[src/port_cfg_pkg.sv]
package port_cfg_pkg;

  // register addresses on the configuration port
  localparam logic [7:0] OFF_FIRST_CTRL = 8'h00;
  localparam logic [7:0] OFF_SECOND_CTRL = 8'h01;
  localparam logic [7:0] OFF_DIR_MODE = 8'h02;
  localparam logic [7:0] OFF_XCVR_MODE = 8'h03;

  // port control register fields
  localparam int CTRL_EN_BIT = 7;
  localparam int BASE_W = 4;

  // direction mode register fields
  localparam int MODE_OE_FIRST = 0;
  localparam int MODE_OE_SECOND = 1;
  localparam int MODE_AUTO_FIRST = 4;
  localparam int MODE_AUTO_SECOND = 5;

  // transceiver mode register fields
  localparam int XCVR_FIRST = 0;
  localparam int XCVR_SECOND = 1;

  // reset values
  localparam logic [BASE_W-1:0] FIRST_BASE_RST = 4'h0;
  localparam logic [BASE_W-1:0] SECOND_BASE_RST = 4'h1;
  localparam logic EN_RST = 1'b1;
  localparam logic AUTO_RST = 1'b0;
  localparam logic OE_RST = 1'b1;
  localparam logic XCVR_RST = 1'b0;

  // host decode
  localparam int IO_ADDR_W = 16;
  localparam int PORT_SPAN_BITS = 3;
  localparam logic [BASE_W-1:0] CODE_LAST = 4'h9;

  function automatic logic code_ok(input logic [BASE_W-1:0] sel);
    code_ok = (sel <= CODE_LAST);
  endfunction : code_ok

  function automatic logic [IO_ADDR_W-1:0] base_of(input logic [BASE_W-1:0] sel);
    unique case (sel)
      4'h0: base_of = 16'h03F8;
      4'h1: base_of = 16'h02F8;
      4'h2: base_of = 16'h03E8;
      4'h3: base_of = 16'h02E8;
      4'h4: base_of = 16'h0200;
      4'h5: base_of = 16'h0208;
      4'h6: base_of = 16'h0220;
      4'h7: base_of = 16'h0228;
      4'h8: base_of = 16'h0238;
      4'h9: base_of = 16'h0338;
      // reserved codes never decode, see code_ok
      default: base_of = 16'h0000;
    endcase
  endfunction : base_of

endpackage : port_cfg_pkg

[src/port_cfg_if.sv]
interface port_cfg_if;
  logic [3:0] base_sel;
  logic enable;
  logic auto_dir;
  logic line_std;
  modport src (output base_sel, output enable, output auto_dir, output line_std);
  modport sink (input base_sel, input enable, input auto_dir, input line_std);
endinterface : port_cfg_if

[src/port_line_ctrl.sv]
module port_line_ctrl (
  // clock and reset
  input wire logic clk,
  input wire logic rst,
  // configuration
  port_cfg_if.sink cfg,
  // host io cycle
  input wire logic io_valid,
  input wire logic [port_cfg_pkg::IO_ADDR_W-1:0] io_addr,
  // from the port's serial engine
  input wire logic tx_pending,
  input wire logic rts_bit,
  input wire logic uart_tx,
  input wire logic uart_rts,
  // decode and line side
  output logic claim_q,
  output logic tx_q,
  output logic tx_oe_n_q,
  output logic rts_q,
  output logic rts_oe_n_q
);
  import port_cfg_pkg::*;

  logic claim_d;
  logic tx_d;
  logic tx_oe_n_d;
  logic rts_d;
  logic rts_oe_n_d;
  logic tx_drive;
  logic [IO_ADDR_W-1:0] base;

  always_comb begin
    base = base_of(cfg.base_sel);
    // eight-byte window at the selected base, reserved codes never match
    claim_d = io_valid && cfg.enable && code_ok(cfg.base_sel) &&
              (io_addr[IO_ADDR_W-1:PORT_SPAN_BITS] == base[IO_ADDR_W-1:PORT_SPAN_BITS]);
    if (!cfg.enable) begin
      tx_drive = 1'b0;
    end else if (!cfg.line_std) begin
      tx_drive = 1'b1;
    end else if (cfg.auto_dir) begin
      tx_drive = tx_pending;
    end else begin
      // manual direction: rts low turns the driver on
      tx_drive = !rts_bit;
    end
    tx_d = uart_tx;
    tx_oe_n_d = !tx_drive;
    rts_d = uart_rts;
    rts_oe_n_d = !cfg.enable;
  end

  always_ff @(posedge clk) begin
    if (rst) begin
      claim_q <= 1'b0;
      tx_q <= 1'b1;
      tx_oe_n_q <= 1'b1;
      rts_q <= 1'b1;
      rts_oe_n_q <= 1'b1;
    end else begin
      claim_q <= claim_d;
      tx_q <= tx_d;
      tx_oe_n_q <= tx_oe_n_d;
      rts_q <= rts_d;
      rts_oe_n_q <= rts_oe_n_d;
    end
  end

endmodule : port_line_ctrl

[src/serial_port_config_direction_ctrl.sv]
// Contract
// - base select codes 0..9 map to ten fixed io bases; 10..15 reserved
// - reset base select: first port 0 (3F8h), second port 1 (2F8h)
// - control bit 7 enables the port, read/write, resets to 1
// - control bits 6..4 ignore writes and read zero
// - rs-485 auto direction: driver on while bytes wait, off otherwise
// - rs-485 without auto direction: driver follows the rts bit
// - manual mode: rts 0 drives, rts 1 tri-states the transmitter
// - mode bit 5 auto direction second port, bit 4 first, reset 0
// - mode bits 1,0 output enables; 0 disables outputs, forwards io
// - mode bits 7..6 and 3..2 ignore writes and read zero
// - all four registers return to defaults on platform reset
// - transceiver bit 0 first, 1 second: 0 rs-232, 1 rs-422/485
// - disabled port's io range is not decoded
module serial_port_config_direction_ctrl #(
  parameter int NUM_PORTS = 2
) (
  // clock and reset
  input wire logic clk,
  input wire logic rst,
  // configuration register port
  input wire logic [7:0] cfg_addr,
  input wire logic cfg_wr,
  input wire logic cfg_rd,
  input wire logic [7:0] cfg_wdata,
  output logic [7:0] cfg_rdata_q,
  output logic cfg_rvalid_q,
  // host io cycles
  input wire logic io_valid,
  input wire logic [port_cfg_pkg::IO_ADDR_W-1:0] io_addr,
  output logic [NUM_PORTS-1:0] io_claim_q,
  output logic io_forward_q,
  // serial engines
  input wire logic [NUM_PORTS-1:0] tx_pending,
  input wire logic [NUM_PORTS-1:0] rts_bit,
  input wire logic [NUM_PORTS-1:0] uart_tx,
  input wire logic [NUM_PORTS-1:0] uart_rts,
  // line transceivers
  output logic [NUM_PORTS-1:0] line_tx_q,
  output logic [NUM_PORTS-1:0] line_tx_oe_n_q,
  output logic [NUM_PORTS-1:0] line_rts_q,
  output logic [NUM_PORTS-1:0] line_rts_oe_n_q
);
  import port_cfg_pkg::*;

  // register state
  logic [1:0] en_q;
  logic [1:0] en_d;
  logic [1:0][BASE_W-1:0] base_q;
  logic [1:0][BASE_W-1:0] base_d;
  logic [1:0] auto_q;
  logic [1:0] auto_d;
  logic [1:0] oe_q;
  logic [1:0] oe_d;
  logic [1:0] xcvr_q;
  logic [1:0] xcvr_d;
  logic [7:0] rdata_d;
  logic rvalid_d;
  logic forward_d;
  logic [NUM_PORTS-1:0] claim;

  function automatic logic [7:0] ctrl_byte(input logic en, input logic [BASE_W-1:0] sel);
    ctrl_byte = {en, 3'h0, sel};
  endfunction : ctrl_byte

  // eight-byte window at the selected base; reserved codes never hit
  function automatic logic port_hit(input logic [IO_ADDR_W-1:0] addr, input logic [BASE_W-1:0] sel);
    logic [IO_ADDR_W-1:0] base;
    base = base_of(sel);
    port_hit = code_ok(sel) && (addr[IO_ADDR_W-1:PORT_SPAN_BITS] == base[IO_ADDR_W-1:PORT_SPAN_BITS]);
  endfunction : port_hit

  // register writes; reserved bits have no storage
  always_comb begin
    en_d = en_q;
    base_d = base_q;
    auto_d = auto_q;
    oe_d = oe_q;
    xcvr_d = xcvr_q;
    if (cfg_wr) begin
      unique case (cfg_addr)
        OFF_FIRST_CTRL: begin
          en_d[0] = cfg_wdata[CTRL_EN_BIT];
          base_d[0] = cfg_wdata[BASE_W-1:0];
        end
        OFF_SECOND_CTRL: begin
          en_d[1] = cfg_wdata[CTRL_EN_BIT];
          base_d[1] = cfg_wdata[BASE_W-1:0];
        end
        OFF_DIR_MODE: begin
          // no check against the transceiver bit: pairing them is software's duty
          auto_d[0] = cfg_wdata[MODE_AUTO_FIRST];
          auto_d[1] = cfg_wdata[MODE_AUTO_SECOND];
          oe_d[0] = cfg_wdata[MODE_OE_FIRST];
          oe_d[1] = cfg_wdata[MODE_OE_SECOND];
        end
        OFF_XCVR_MODE: begin
          xcvr_d[0] = cfg_wdata[XCVR_FIRST];
          xcvr_d[1] = cfg_wdata[XCVR_SECOND];
        end
        default: begin
          // unmapped writes are dropped
        end
      endcase
    end
  end

  // register reads, one cycle after the strobe
  always_comb begin
    rdata_d = 8'h00;
    rvalid_d = cfg_rd;
    if (cfg_rd) begin
      unique case (cfg_addr)
        OFF_FIRST_CTRL: rdata_d = ctrl_byte(en_q[0], base_q[0]);
        OFF_SECOND_CTRL: rdata_d = ctrl_byte(en_q[1], base_q[1]);
        OFF_DIR_MODE: begin
          rdata_d[MODE_AUTO_FIRST] = auto_q[0];
          rdata_d[MODE_AUTO_SECOND] = auto_q[1];
          rdata_d[MODE_OE_FIRST] = oe_q[0];
          rdata_d[MODE_OE_SECOND] = oe_q[1];
        end
        OFF_XCVR_MODE: begin
          rdata_d[XCVR_FIRST] = xcvr_q[0];
          rdata_d[XCVR_SECOND] = xcvr_q[1];
        end
        default: rdata_d = 8'h00;
      endcase
    end
  end

  always_ff @(posedge clk) begin
    if (rst) begin
      en_q <= {EN_RST, EN_RST};
      base_q[0] <= FIRST_BASE_RST;
      base_q[1] <= SECOND_BASE_RST;
      auto_q <= {AUTO_RST, AUTO_RST};
      oe_q <= {OE_RST, OE_RST};
      xcvr_q <= {XCVR_RST, XCVR_RST};
      cfg_rdata_q <= 8'h00;
      cfg_rvalid_q <= 1'b0;
    end else begin
      en_q <= en_d;
      base_q <= base_d;
      auto_q <= auto_d;
      oe_q <= oe_d;
      xcvr_q <= xcvr_d;
      cfg_rdata_q <= rdata_d;
      cfg_rvalid_q <= rvalid_d;
    end
  end

  // per-port decode and line drivers
  port_cfg_if cfg_link[NUM_PORTS] ();

  for (genvar p = 0; p < NUM_PORTS; p++) begin : g_port
    // both the control enable and the mode output enable must be set
    assign cfg_link[p].enable = en_q[p] & oe_q[p];
    assign cfg_link[p].base_sel = base_q[p];
    assign cfg_link[p].auto_dir = auto_q[p];
    assign cfg_link[p].line_std = xcvr_q[p];

    port_line_ctrl u_line (
      .clk(clk),
      .rst(rst),
      .cfg(cfg_link[p]),
      .io_valid(io_valid),
      .io_addr(io_addr),
      .tx_pending(tx_pending[p]),
      .rts_bit(rts_bit[p]),
      .uart_tx(uart_tx[p]),
      .uart_rts(uart_rts[p]),
      .claim_q(claim[p]),
      .tx_q(line_tx_q[p]),
      .tx_oe_n_q(line_tx_oe_n_q[p]),
      .rts_q(line_rts_q[p]),
      .rts_oe_n_q(line_rts_oe_n_q[p])
    );
  end

  assign io_claim_q = claim;

  // forward cycles no port takes; aligned with the registered claims
  always_comb begin
    forward_d = io_valid;
    for (int p = 0; p < NUM_PORTS; p++) begin
      if (en_q[p] && oe_q[p] && port_hit(io_addr, base_q[p])) begin
        forward_d = 1'b0;
      end
    end
  end

  always_ff @(posedge clk) begin
    if (rst) begin
      io_forward_q <= 1'b0;
    end else begin
      io_forward_q <= forward_d;
    end
  end

endmodule : serial_port_config_direction_ctrl

[config.mk]
export PLATFORM = sky130hd
export DESIGN_NAME = serial_port_config_direction_ctrl
export DESIGN_NICKNAME = d
export VERILOG_FILES = /design/src/port_cfg_pkg.sv /design/src/port_cfg_if.sv /design/src/port_line_ctrl.sv /design/src/serial_port_config_direction_ctrl.sv
export SDC_FILE = /design/constraint.sdc
export NUM_CORES = 1
export LEC_CHECK = 0
export ABC_AREA = 1
export BUFFER_PORTS_ARGS = -buffer_cell sky130_fd_sc_hd__clkbuf_2
export CAP_MARGIN = 20
export CORE_UTILIZATION = 50
export DETAILED_ROUTE_END_ITERATION = 16
export PLACE_DENSITY_LB_ADDON = 0.25
export RECOVER_POWER = 100
export SYNTH_ARGS = -nofsm -noshare
export SYNTH_HDL_FRONTEND = slang
export SYNTH_SLANG_ARGS = --single-unit
export TNS_END_PERCENT = 100
[constraint.sdc]
create_clock -name clk -period 1.7 [get_ports clk]
set_input_delay 0.085 -clock clk [delete_from_list [all_inputs] [get_ports clk]]
set_output_delay 0.085 -clock clk [all_outputs]
set_load 0.05 [all_outputs]
# Yosys cells after proc, flatten, opt, wreduce, memory -nomap -nowiden
# Memories as Yosys holds them, arrays and structs flattened. A register that Yosys moved wholly into a read port is not among the register bits.
# Cells that the tools add are included.
[totals] n_memories=4 inputBits=45 ff_bits=36 wordCells=81 output_inout_bits=20 romBits=448
[classes] n_lt_le_gt_ge=2 n_reduce_logical=26 mux=17 eq_ne=7 bitwise_logic=4
[memory_table] memory="(name not given)" depth=16 word_bits=7 rd=1 rd_ports_with_merged_regs=1 wr=0 line_no="port_cfg_pkg.sv:41" text="unique case (sel)"
[memory_table] memory="(name not given)" depth=16 word_bits=7 rd=1 rd_ports_with_merged_regs=1 wr=0 line_no="port_cfg_pkg.sv:41"
[memory_table] memory="(name not given)" depth=16 word_bits=7 rd=1 rd_ports_with_merged_regs=1 wr=0 line_no="port_cfg_pkg.sv:41"
[memory_table] memory="(name not given)" depth=16 word_bits=7 rd=1 rd_ports_with_merged_regs=1 wr=0 line_no="port_cfg_pkg.sv:41"
[ops] operator="$eq A13 B13 Y1" count=4
[ops] operator="$mux W4" count=8
[ops] operator="$eq A8 B2 Y1 const B" count=2
[ops] operator="$logic_and A1 B1 Y1" count=12
[ops] operator="$eq A8 B1 Y1 const B" count=1
[ops] operator="$le A4 B4 Y1 const B" count=2
[ops] operator="$logic_not A8 Y1" count=1
[ops] operator="$pmux W2 S2" count=2
[ops] operator="$pmux W2 S4" count=1
[ops] operator="$reduce_and A2 Y1" count=4
[ops] operator="$logic_not A1 Y1" count=6
[ops] operator="$mux W1" count=6
[ops] operator="$reduce_or A3 Y1" count=2
[ops] operator="$and A1 B1 Y1" count=2
[ops] operator="$not A1 Y1" count=2
[ops] operator="$reduce_or A2 Y1" count=1

# Depth between registers and ports, before layout
# Gate-level depths: netlist (run 1).
[logic_depth] depth_word=5 ltp_mapped=10 ltp_nobuf=10

# Hierarchy
# Synthesis (run 1) repeated with hierarchy kept, for this count alone.
[unflattened] cells_unflattened=384 area_unflattened_um2=2534.9
[by_module_without_submodules] mod="serial_port_config_direction_ctrl" cells_per_inst=240 instances=1 seq_area_each_um2=740.7 area_per_inst_um2=1761.7
[by_module_without_submodules] mod="port_line_ctrl" cells_per_inst=72 instances=2 seq_area_each_um2=100.1 area_per_inst_um2=386.6

# Worst setup path after synthesis (run 1)
# No wires, ideal clock.
[synth_path] path_type="input port to flip-flop" start="input cfg_addr[7]" end="register, netlist name g_port[0].u_line.base[3]" setup_ps=113 n_path_buf=1 setup_slack_ps=658 arrival_time_ps=930 t_required_ps=1587 stages=9 path_cell_list="nor2_2 > nand2_4 > nor2_4 > buf_6 > nand3b_1 > nand3_1 > nand2_1 > nand2_1 > nand2_1"
[synth_via] elab_chain_len=4
[synth_rtl] item="from (decl)" line_no="serial_port_config_direction_ctrl.sv:22" text="input wire logic [7:0] cfg_addr,"
[synth_rtl] item="$logic_not A8 Y1" line_no="serial_port_config_direction_ctrl.sv:81" text="unique case (cfg_addr)"
[synth_rtl] item="$reduce_and A2 Y1 (no line)"
[synth_rtl] item="$mux W4 (no line) (2 in series)"
# No other way between the ends.
# A chain may end at the register's enable or synchronous reset.

# Worst setup path after layout (run 1)
[layout_path] start="input cfg_addr[7]" end="register, netlist name g_port[0].u_line.base[8]"
[layout_via] elab_chain_len=4
[layout_rtl] item="$logic_not A8 Y1" line_no="serial_port_config_direction_ctrl.sv:81"
[layout_rtl] item="$reduce_and A2 Y1 (no line)"
[layout_rtl] item="$mux W4 (no line) (2 in series)"
# No other way between the ends.

==> results of run 1 <==
-- state kept, by name (all words and copies together), names as in the netlist --
register and flops:
cfg_rdata_q 7, g_port.u_line.base 12, g_port.u_line.rts_oe_n_q 2, oe_q 2, cfg_link.base_sel 8, auto_q 2, g_port.u_line.tx_q 2, en_q 2
cfg_rvalid_q 1, io_forward_q 1, g_port.u_line.rts_q 2, xcvr_q 2, g_port.u_line.claim_q 2, g_port.u_line.tx_oe_n_q 2
-- stage by stage --
step	cell area [µm²]	hold WS (ns)	total power [µW]
3_3_place_gp	2400	0.272	1340
5_1_grt	2450	0.0221	2070
4_1_cts	2530	0.00290	2000
3_5_place_dp	2400	0.270	1340
2_1_floorplan	2140	0.189	1280
6_report	2450	0.0188	1970
-- tightest hold or removal path, delay by kind of cell --
kind | cells | cell delay, ns
buf+inv | 1 | 0.08
simple gates | 1 | 0.05
compound gates | 1 | 0.06
-- layer usage --
metal	global-route usage	routed length, µm	vias to the layer above
met5	0	0	-
met4	0.0638	29	0
met3	0.0524	222	2
met2	0.338	2010	47
met1	0.266	2000	791
li1	-	-	973
-- power breakdown --
group	switching, µW	total, µW	leakage (µW)	internal, µW
combinational	131	198	0.000751	67.5
sequential	3.82	1120	0.000383	1110
clock	369	656	0.0000402	286
total	504	1970	0.00117	1470
-- worst max-delay path by stage --
stage                       startpoint                        to  slack (ns)  depth (start not counted)
3_5_place_dp               cfg_addr[7]  g_port[1].u_line.base[3]        0.34                         11
2_1_floorplan              cfg_addr[7]  g_port[0].u_line.base[3]        0.66                          9
5_1_grt                    cfg_addr[7]  g_port[1].u_line.base[8]        0.23                         11
4_1_cts        cfg_link[1].base_sel[1]              io_forward_q        0.58                          6
3_3_place_gp               cfg_addr[3]  g_port[0].u_line.base[3]        0.38                         11
6_report                   cfg_addr[7]  g_port[0].u_line.base[8]        0.39                         11
-- area by class of cell --
| type | count | area (µm²) |
|---|---|---|
| Fill cell | 402 | 1610 |
| Sequential cell | 47 | 941 |
| Multi-Input combinational cell | 173 | 877 |
| Timing Repair Buffer | 65 | 318 |
| Inverter | 44 | 165 |
| Clock buffer | 5 | 68.8 |
| Tap cell | 50 | 62.6 |
| Clock inverter | 3 | 20.0 |
-- cells by family (layout without fill, tap and decap cells) --
family	Yosys count	after routing	synth area share
AND/OR/NAND/NOR	142	142	0.340
buffers and inverters	59	117	0.129
flip-flops	47	47	0.441
AO/OA/AOI/OAI	24	24	0.0644
XOR/XNOR	6	6	0.0246
other	1	1	0.00176
-- cells in the final DEF (no fill, tap or decap), types with 5 or more instances in the layout --
| cell type | count |
|---|---|
| nand2_1 | 60 |
| dfxtp_1 | 47 |
| clkbuf_2 | 39 |
| xor2_1 | 6 |
| o21ai_0 | 9 |
| o211ai_1 | 5 |
| inv_1 | 42 |
| a21oi_1 | 7 |
| clkbuf_8 | 5 |
| nand3_1 | 29 |
| nor2_1 | 25 |
| nor3_1 | 7 |
| clkbuf_1 | 22 |
| or2_2 | 5 |
-- repair_timing --
item	in CTS	in global routing
gates resized for setup	0	0
hold buffers	4	0
endpoints found under the hold margin	4	0
==> impl_metrics.py, run 1 <==
metrics = {
    "status": {
        "status": "completed",
    },
    "hold_path": {
        "min_from": "cfg_wdata[5]",
        "worstHoldPathCells": 3,
        "hold-path-endpoint": "auto_q[1]",
        "holdCritPathClass": "input port to register",
    },
    "synth": {
        "ys_seq_area_frac": 0.441,
        "syn-instance-count": 279,
        "synthTopCellsByCount": "nand2_1, dfxtp_1, inv_1",
        "avgSynthCellArea_um2": 7.66,
        "synth.net_count": 324,
        "synth.most_common_cell": "nand2_1",
        "yosysWarningCount": 0,
        "synth_top_area_cell": "dfxtp_1",
        "synth_area_leaders": "dfxtp_1, nand2_1, inv_1",
        "async_reset_ff_frac": 0,
        "synth_cell_type_count": 30,
        "synth-seq-cells": 47,
        "synth_top_cell_area_share": 0.441,
        "synth-edff-count": 0,
        "syn_area_um2": 2140,
        "ys.flop_type": "dfxtp_1",
    },
    "timing": {
        "fin_setup_tns_ns": 0,
        "tightest_slew_ns": 0.605,
        "fin_worst_skew_ns": 0.00480,
        "rsz0062_at_grt": "false",
        "period_share": 0.773,
        "finalSetupViolations": 0,
        "worst_slack_ns": 0.387,
        "hold_viol_final": 0,
        "slew_headroom": 0.599,
        "fin_crit_ns": 1.31,
        "drv_slew": 0,
        "fmax_mhz": 761,
    },
    "floorplan": {
        "num_rows": 23,
        "initial_core_util": 0.526,
        "dieHeight_um": 67.4,
        "core_um2": 4060,
        "die_w_um": 67.4,
        "die_area_um2": 4540,
        "ios": 65,
    },
    "global_route": {
        "grt_max_degree": 16,
        "grt_pass1_vias": 1574,
        "grt_pass1_wl_um": 6870,
        "antenna_found_initial": 0,
        "track_usage": 0.207,
        "overflow": 0,
    },
    "power": {
        "ir_drop_mv": 0.384,
        "p_leak_uw": 0.00117,
        "power_density_nw_per_um2": 804,
    },
    "worst_setup_path": {
        "crit_family": "simple AND/OR/NAND/NOR gates",
        "rr_endpoint": "io_forward_q",
        "start_kind": "input port",
        "crit_buf_inv": 2,
        "crit_required_ns": 1.89,
        "critPathMaxStageDelay_ns": 0.27,
        "crit_path_frequent_cell": "nand2_1",
        "crit_type": "input port to register",
        "r2r-start": "cfg_link[1].base_sel[1]",
        "critical_path_arrival_ns": 1.50,
        "crit_fanout": 7,
        "path_cells": "clkbuf_2 -> nor2_1 -> nand2_1 -> nor2_4 -> nand2_1 -> nand2_1 -> nand3_1 -> nand2_4 -> inv_1 -> nand2_1 -> nand2_1",
        "rr_worst_depth": 6,
        "rrSetupSlack_ns": 0.56,
        "crit_path_end_kind": "register",
        "cp_slowest_cell": "nor2_4",
    },
    "final_layout": {
        "nets": 381,
        "antennaDiodeCount": 0,
        "utilization": 0.604,
        "final_cells": 387,
        "synthToLayoutAreaGrowth_pct": 14.8,
        "final_layout_size_suffix_gt1_frac": 0.193,
    },
    "route": {
        "drtIter0Drc": 66,
        "wire_per_inst_um": 11.0,
        "drtPass1Iterations": 4,
        "num_vias": 1813,
        "drcViolationCount": 0,
        "postRouteAntennaNets": 0,
        "wl_um": 4270,
        "via_per_inst": 4.68,
    },
    "clocking": {
        "clkTransAtPathRegs_ns": 0.09,
        "cts_setup_buffers": 0,
        "clock_latency_ns": 0.29,
        "clockBufferDepth": 2,
        "tritoncts": "built",
        "cts_buffers": 5,
        "cts_num_sinks": 47,
        "h-tree-depth": 2,
        "root_buffer": "clkbuf_8",
    },
    "placement": {
        "gp_congestion": 0.900,
        "port_buffers": 59,
        "dp_worst_setup_slack_ns": 0.338,
        "dp.cells": 375,
        "dp_hpwl_um": 3280,
    },
    "run": {
        "drv_cap": 0,
    },
}
No activity file was read; power rests on OpenSTA's default activity.
==> inputs of run 2 (changes only) <==
--- a/config.mk
+++ b/config.mk
@@ -8,7 +8,7 @@
 export ABC_AREA = 1
 export BUFFER_PORTS_ARGS = -buffer_cell sky130_fd_sc_hd__clkbuf_2
 export CAP_MARGIN = 20
-export CORE_UTILIZATION = 50
+export CORE_UTILIZATION = 46
 export DETAILED_ROUTE_END_ITERATION = 16
 export PLACE_DENSITY_LB_ADDON = 0.25
 export RECOVER_POWER = 100
==> constraint.sdc (replaced) <==
create_clock -name clk -period 1.1 [get_ports clk]
set_input_delay 0.055 -clock clk [delete_from_list [all_inputs] [get_ports clk]]
set_output_delay 0.055 -clock clk [all_outputs]
set_load 0.05 [all_outputs]
==> run 2 against run 1 <==
Compared with the run above:
- combinational power up 93%
- critical path depth down 4
- register-to-register slack worse by 0.49 ns
- first-iteration DRC count up 77%
- wire length up 12%
- clock power up 65%
- largest cell class unchanged
- largest power group unchanged
==> impl_metrics.py, run 2 (same netlist as run 1, synthesis figures left out) <==
metrics = {
    "global_route": {
        "grt_pass1_wl_um": 8120,
        "grt.busiest_layer": "met2",
        "grt_util_met2": 0.332,
        "grt_pass1_vias": 1826,
        "track_usage": 0.214,
        "antenna_found_initial": 0,
        "grt_max_degree": 15,
        "overflow": 0,
        "grtUsageMet1": 0.274,
        "met3_usage": 0.0649,
    },
    "route": {
        "drtPass1Iterations": 5,
        "wire_per_inst_um": 11.3,
        "drtIter0Drc": 117,
        "num_vias": 1961,
        "via_per_inst": 4.66,
        "postRouteAntennaNets": 0,
        "drcViolationCount": 0,
        "wl_um": 4760,
    },
    "floorplan": {
        "dieHeight_um": 70.1,
        "initial_core_util": 0.484,
        "core_um2": 4410,
        "die_area_um2": 4920,
        "ios": 65,
        "num_rows": 24,
        "die_w_um": 70.1,
    },
    "timing": {
        "rsz0062_at_grt": "true",
        "period_share": 0.933,
        "hold_slack_ns": 0.0225,
        "fin_worst_skew_ns": 0.00708,
        "finalSetupViolations": 0,
        "hold_viol_final": 0,
        "fin_crit_ns": 1.03,
        "fmax_mhz": 975,
        "drv_slew": 0,
    },
    "hold_path": {
        "worstHoldPathCells": 3,
        "holdCritPathClass": "input port to register",
    },
    "run": {
        "drv_cap": 0,
    },
    "status": {
        "status": "completed",
    },
    "clocking": {
        "tritoncts": "built",
        "clock_latency_ns": 0.30,
        "root_buffer": "clkbuf_8",
        "h-tree-depth": 2,
        "clkTransAtPathRegs_ns": 0.08,
        "cts_num_sinks": 47,
        "cts_buffers": 5,
        "clockBufferDepth": 2,
    },
    "power": {
        "p_leak_uw": 0.00142,
        "p_total_uw": 3200,
        "power_density_nw_per_um2": 1130,
        "ir_drop_mv": 0.833,
    },
    "worst_setup_path": {
        "start_kind": "register",
        "crit_fanout": 2,
        "critical_path_arrival_ns": 1.23,
        "crit_type": "register to register",
        "crit_required_ns": 1.30,
        "crit_path_end_kind": "register",
        "rr_worst_depth": 7,
    },
    "final_layout": {
        "n_fill_cell": 398,
        "largest_register_ffs": 12,
        "final_common_cell": "clkbuf_2",
        "final_layout_size_suffix_gt1_frac": 0.371,
        "final_cell_mix": "clkbuf_2, nand2_1, dfxtp_1",
        "nets": 413,
        "synthToLayoutAreaGrowth_pct": 32.6,
        "antennaDiodeCount": 0,
    },
    "placement": {
        "gp_congestion": 0.841,
        "port_buffers": 59,
        "dp_hpwl_um": 3630,
    },
}
## run 2: changes by cell type in the layout (fill, tap and decap cells not counted), sizes merged
cell / previous run / this run
clkinvlp: 2 / 0
inv: 43 / 44
dlygate4sd3: 4 / 10
buf: 0 / 28
clkinv: 2 / 1
## run 2: path summary, 6_finish.rpt
path | start | to | slack (ns)
hold reg to reg | auto_q[1] | cfg_rdata_q[5] | 0.47
setup reg to reg | oe_q[0] | io_forward_q | 0.07
setup / recovery | oe_q[0] | io_forward_q | 0.07
hold / removal | rts_bit[1] | g_port[1].u_line.tx_oe_n_q | 0.02
## run 2: worst max-delay path, stage by stage (launching register included)
cell	delay [ns]
dfxtp_2	0.35
nand2_2	0.06
a21oi_1	0.11
nand2_1	0.07
nor3_2	0.10
nand2_1	0.09
nor2_1	0.09
nor2_1	0.05
## run 2: final cells by class
type                    instances  area, µm²  share of cell area
clock buffers                   7       86.3              0.0305
clock inverters                 1       8.76             0.00309
inverters                      44        165              0.0583
multi-input cells             173        942               0.333
flip-flops and latches         47        946               0.334
well taps                      52       65.1              0.0230
repair buffers                 97        618               0.218
## run 2: power by group
group	switching (µW)	internal (µW)
sequential	7.31	1720
combinational	225	158
clock	568	515
## run 2: what timing repair did
action | CTS | global route
pin swaps | 0 | 4
setup buffers | 0 | 2
hold endpoints to repair | 10 | 1
endpoints found under the setup margin | 1 | 3
resized for setup | 1 | 11
hold buffers | 9 | 1
## run 2: through the flow
| step | TNS, ns | worst slack (ns) | util | instance area, µm² | instances |
|---|---|---|---|---|---|
| 6_report | 0 | 0.0740 | 0.641 | 2830 | 421 |
| 5_1_grt | -0.0264 | -0.0264 | 0.641 | 2830 | 421 |
| 4_1_cts | 0 | 0.0118 | 0.630 | 2780 | 418 |
| 3_5_place_dp | -0.821 | -0.137 | 0.588 | 2590 | 401 |
| 3_3_place_gp | -0.613 | -0.132 | 0.588 | 2590 | 401 |
| 2_1_floorplan | 0 | 0.0876 | - | 2140 | 279 |
## run 2: metal layers
metal  routed length (µm)  part of all wire
met1                 2150              0.45
met2                 2250              0.47
met3                  297             0.062
met4                   70             0.015
met5                    0                 0
==> inputs of run 3 (changes only) <==
--- a/config.mk
+++ b/config.mk
@@ -8,6 +8,7 @@
 export ABC_AREA = 1
 export BUFFER_PORTS_ARGS = -buffer_cell sky130_fd_sc_hd__clkbuf_2
 export CAP_MARGIN = 20
+export CORE_MARGIN = 1.5
 export CORE_UTILIZATION = 46
 export DETAILED_ROUTE_END_ITERATION = 16
 export PLACE_DENSITY_LB_ADDON = 0.25
==> run 3 against run 2 <==
Compared with the run above:
- the flow now finishes with violations (hold timing)
- sequential share of layout area increased by 0.10 points
- utilization decreased by 0.28 points
- via count increased by 0.71%
- clock skew decreased by 0.0012 ns
- sequential power about the same
- final area decreased by 0.44%
- worst setup slack got worse by 0.032 ns
- die area increased by 2.9%
- critical path depth unchanged
- fmax decreased by 3.0%
- non-clock buffer count unchanged
==> impl_metrics.py, run 3 (same netlist as run 1, synthesis figures left out) <==
metrics = {
    "power": {
        "p_leak_uw": 0.00142,
        "ir_drop_mv": 0.724,
        "power_density_nw_per_um2": 1180,
    },
    "worst_setup_path": {
        "critical_path.startpoint": "en_q[1]",
        "start_kind": "register",
        "critical_path_arrival_ns": 1.25,
        "crit_type": "register to register",
        "crit_fanout": 2,
        "crit_required_ns": 1.29,
        "r2r-start": "en_q[1]",
        "crit_path_end_kind": "register",
    },
    "route": {
        "via_per_inst": 4.70,
        "drtIter0Drc": 87,
        "wl_um": 4690,
        "num_vias": 1975,
        "wire_per_inst_um": 11.2,
        "postRouteAntennaNets": 0,
        "drcViolationCount": 0,
        "drtPass1Iterations": 4,
    },
    "global_route": {
        "antenna_found_initial": 0,
        "overflow": 0,
        "grt_pass1_vias": 1907,
        "grt_max_degree": 15,
        "track_usage": 0.203,
        "grt_pass1_wl_um": 8080,
    },
    "final_layout": {
        "nets": 413,
        "antennaDiodeCount": 0,
        "largest_register_ffs": 12,
        "final_cell_mix": "clkbuf_2, nand2_1, dfxtp_1",
        "final_common_cell": "clkbuf_2",
        "fin_area_um2": 2820,
        "n_fill_cell": 393,
        "utilization": 0.639,
        "synthToLayoutAreaGrowth_pct": 32.0,
        "final_layout_size_suffix_gt1_frac": 0.367,
        "multi_input_area_um2": 935,
        "regArea_um2": 945,
    },
    "timing": {
        "hold_viol_final": 1,
        "drv_slew": 0,
        "period_share": 0.962,
        "finalSetupViolations": 0,
        "fmax_mhz": 945,
        "worst_slack_ns": 0.0420,
        "rsz0062_at_grt": "true",
        "hold_slack_ns": -0.00349,
        "fin_crit_ns": 1.06,
        "fin_worst_skew_ns": 0.00583,
    },
    "floorplan": {
        "core_um2": 4410,
        "die_w_um": 71.1,
        "die_area_um2": 5060,
        "ios": 65,
        "num_rows": 24,
        "dieHeight_um": 71.1,
        "initial_core_util": 0.484,
    },
    "clocking": {
        "tritoncts": "built",
        "cts_buffers": 5,
        "cts_num_sinks": 47,
        "clock_latency_ns": 0.30,
        "h-tree-depth": 2,
        "clkTransAtPathRegs_ns": 0.08,
        "clockBufferDepth": 2,
        "root_buffer": "clkbuf_8",
    },
    "status": {
        "status": "complete, but fails checks",
        "violations": "hold timing",
    },
    "placement": {
        "dp_worst_setup_slack_ns": -0.124,
        "port_buffers": 59,
        "placed_area_um2": 2600,
        "dp_hpwl_um": 3700,
        "gp_congestion": 0.853,
    },
    "run": {
        "drv_cap": 0,
    },
    "hold_path": {
        "min_from": "io_valid",
        "holdCritPathClass": "input port to register",
    },
}
run 3: cell count changes in the layout (fill, tap and decap cells not counted), sizes merged:
cell and change:
buf +1, clkinv -1, bufinv +1, clkbuf -2, clkinvlp +1, dlygate4sd3 -1
run 3: repair_timing:
action                                  CTS  global route
endpoints found under the hold margin     7             0
hold buffers                              9             0
pin swaps                                 0             5
gates resized for setup                   2             7
endpoints found under the setup margin    1             4
setup buffers                             0             1
gates cloned                              0             0
run 3: power breakdown:
| group | total [µW] | switching [µW] | internal (µW) |
|---|---|---|---|
| clock | 1210 | 547 | 664 |
| sequential | 1730 | 6.14 | 1720 |
| combinational | 377 | 224 | 153 |
run 3: path summary, 6_finish.rpt:
kind | slack (ns) | cells past startpoint | to
min | -0.003 | 3 | io_forward_q
min reg2reg | 0.49 | 2 | cfg_rdata_q[4]
max reg2reg | 0.04 | 7 | io_forward_q
max | 0.04 | 7 | io_forward_q
run 3: final cells by class:
type | count | area share
sequential | 47 | 0.335
multi-input combinational | 173 | 0.332
timing repair buffer | 97 | 0.214
inverter | 44 | 0.0586
clock buffer | 5 | 0.0244
tap | 52 | 0.0231
clock inverter | 2 | 0.0133
run 3: worst max-delay path, stage by stage (launching register included):
cell	delay, ns
dfxtp_2	0.34
nand2_2	0.06
nor2_2	0.10
o21ai_1	0.07
nor2_1	0.13
nand3_1	0.11
nand3_1	0.10
nor2_1	0.04
run 3: routing by layer:
metal,global-route usage,vias up,routed length (µm)
li1,-,1035,-
met2,0.351,42,2270
met1,0.252,891,2150
met5,0,-,0
met4,0.0776,0,73
met3,0.0356,7,208
run 3: per-stage QoR:
stage / hold WS (ns) / cells / TNS (ns) / total power, µW
floorplan: 0.159 / 279 / 0 / 1980
global placement: 0.243 / 403 / -0.579 / 2110
detailed placement: 0.242 / 403 / -0.908 / 2120
CTS: 0.00286 / 419 / 0 / 3350
global route: 0.0114 / 420 / -0.167 / 3450
finish: -0.00349 / 420 / 0 / 3320
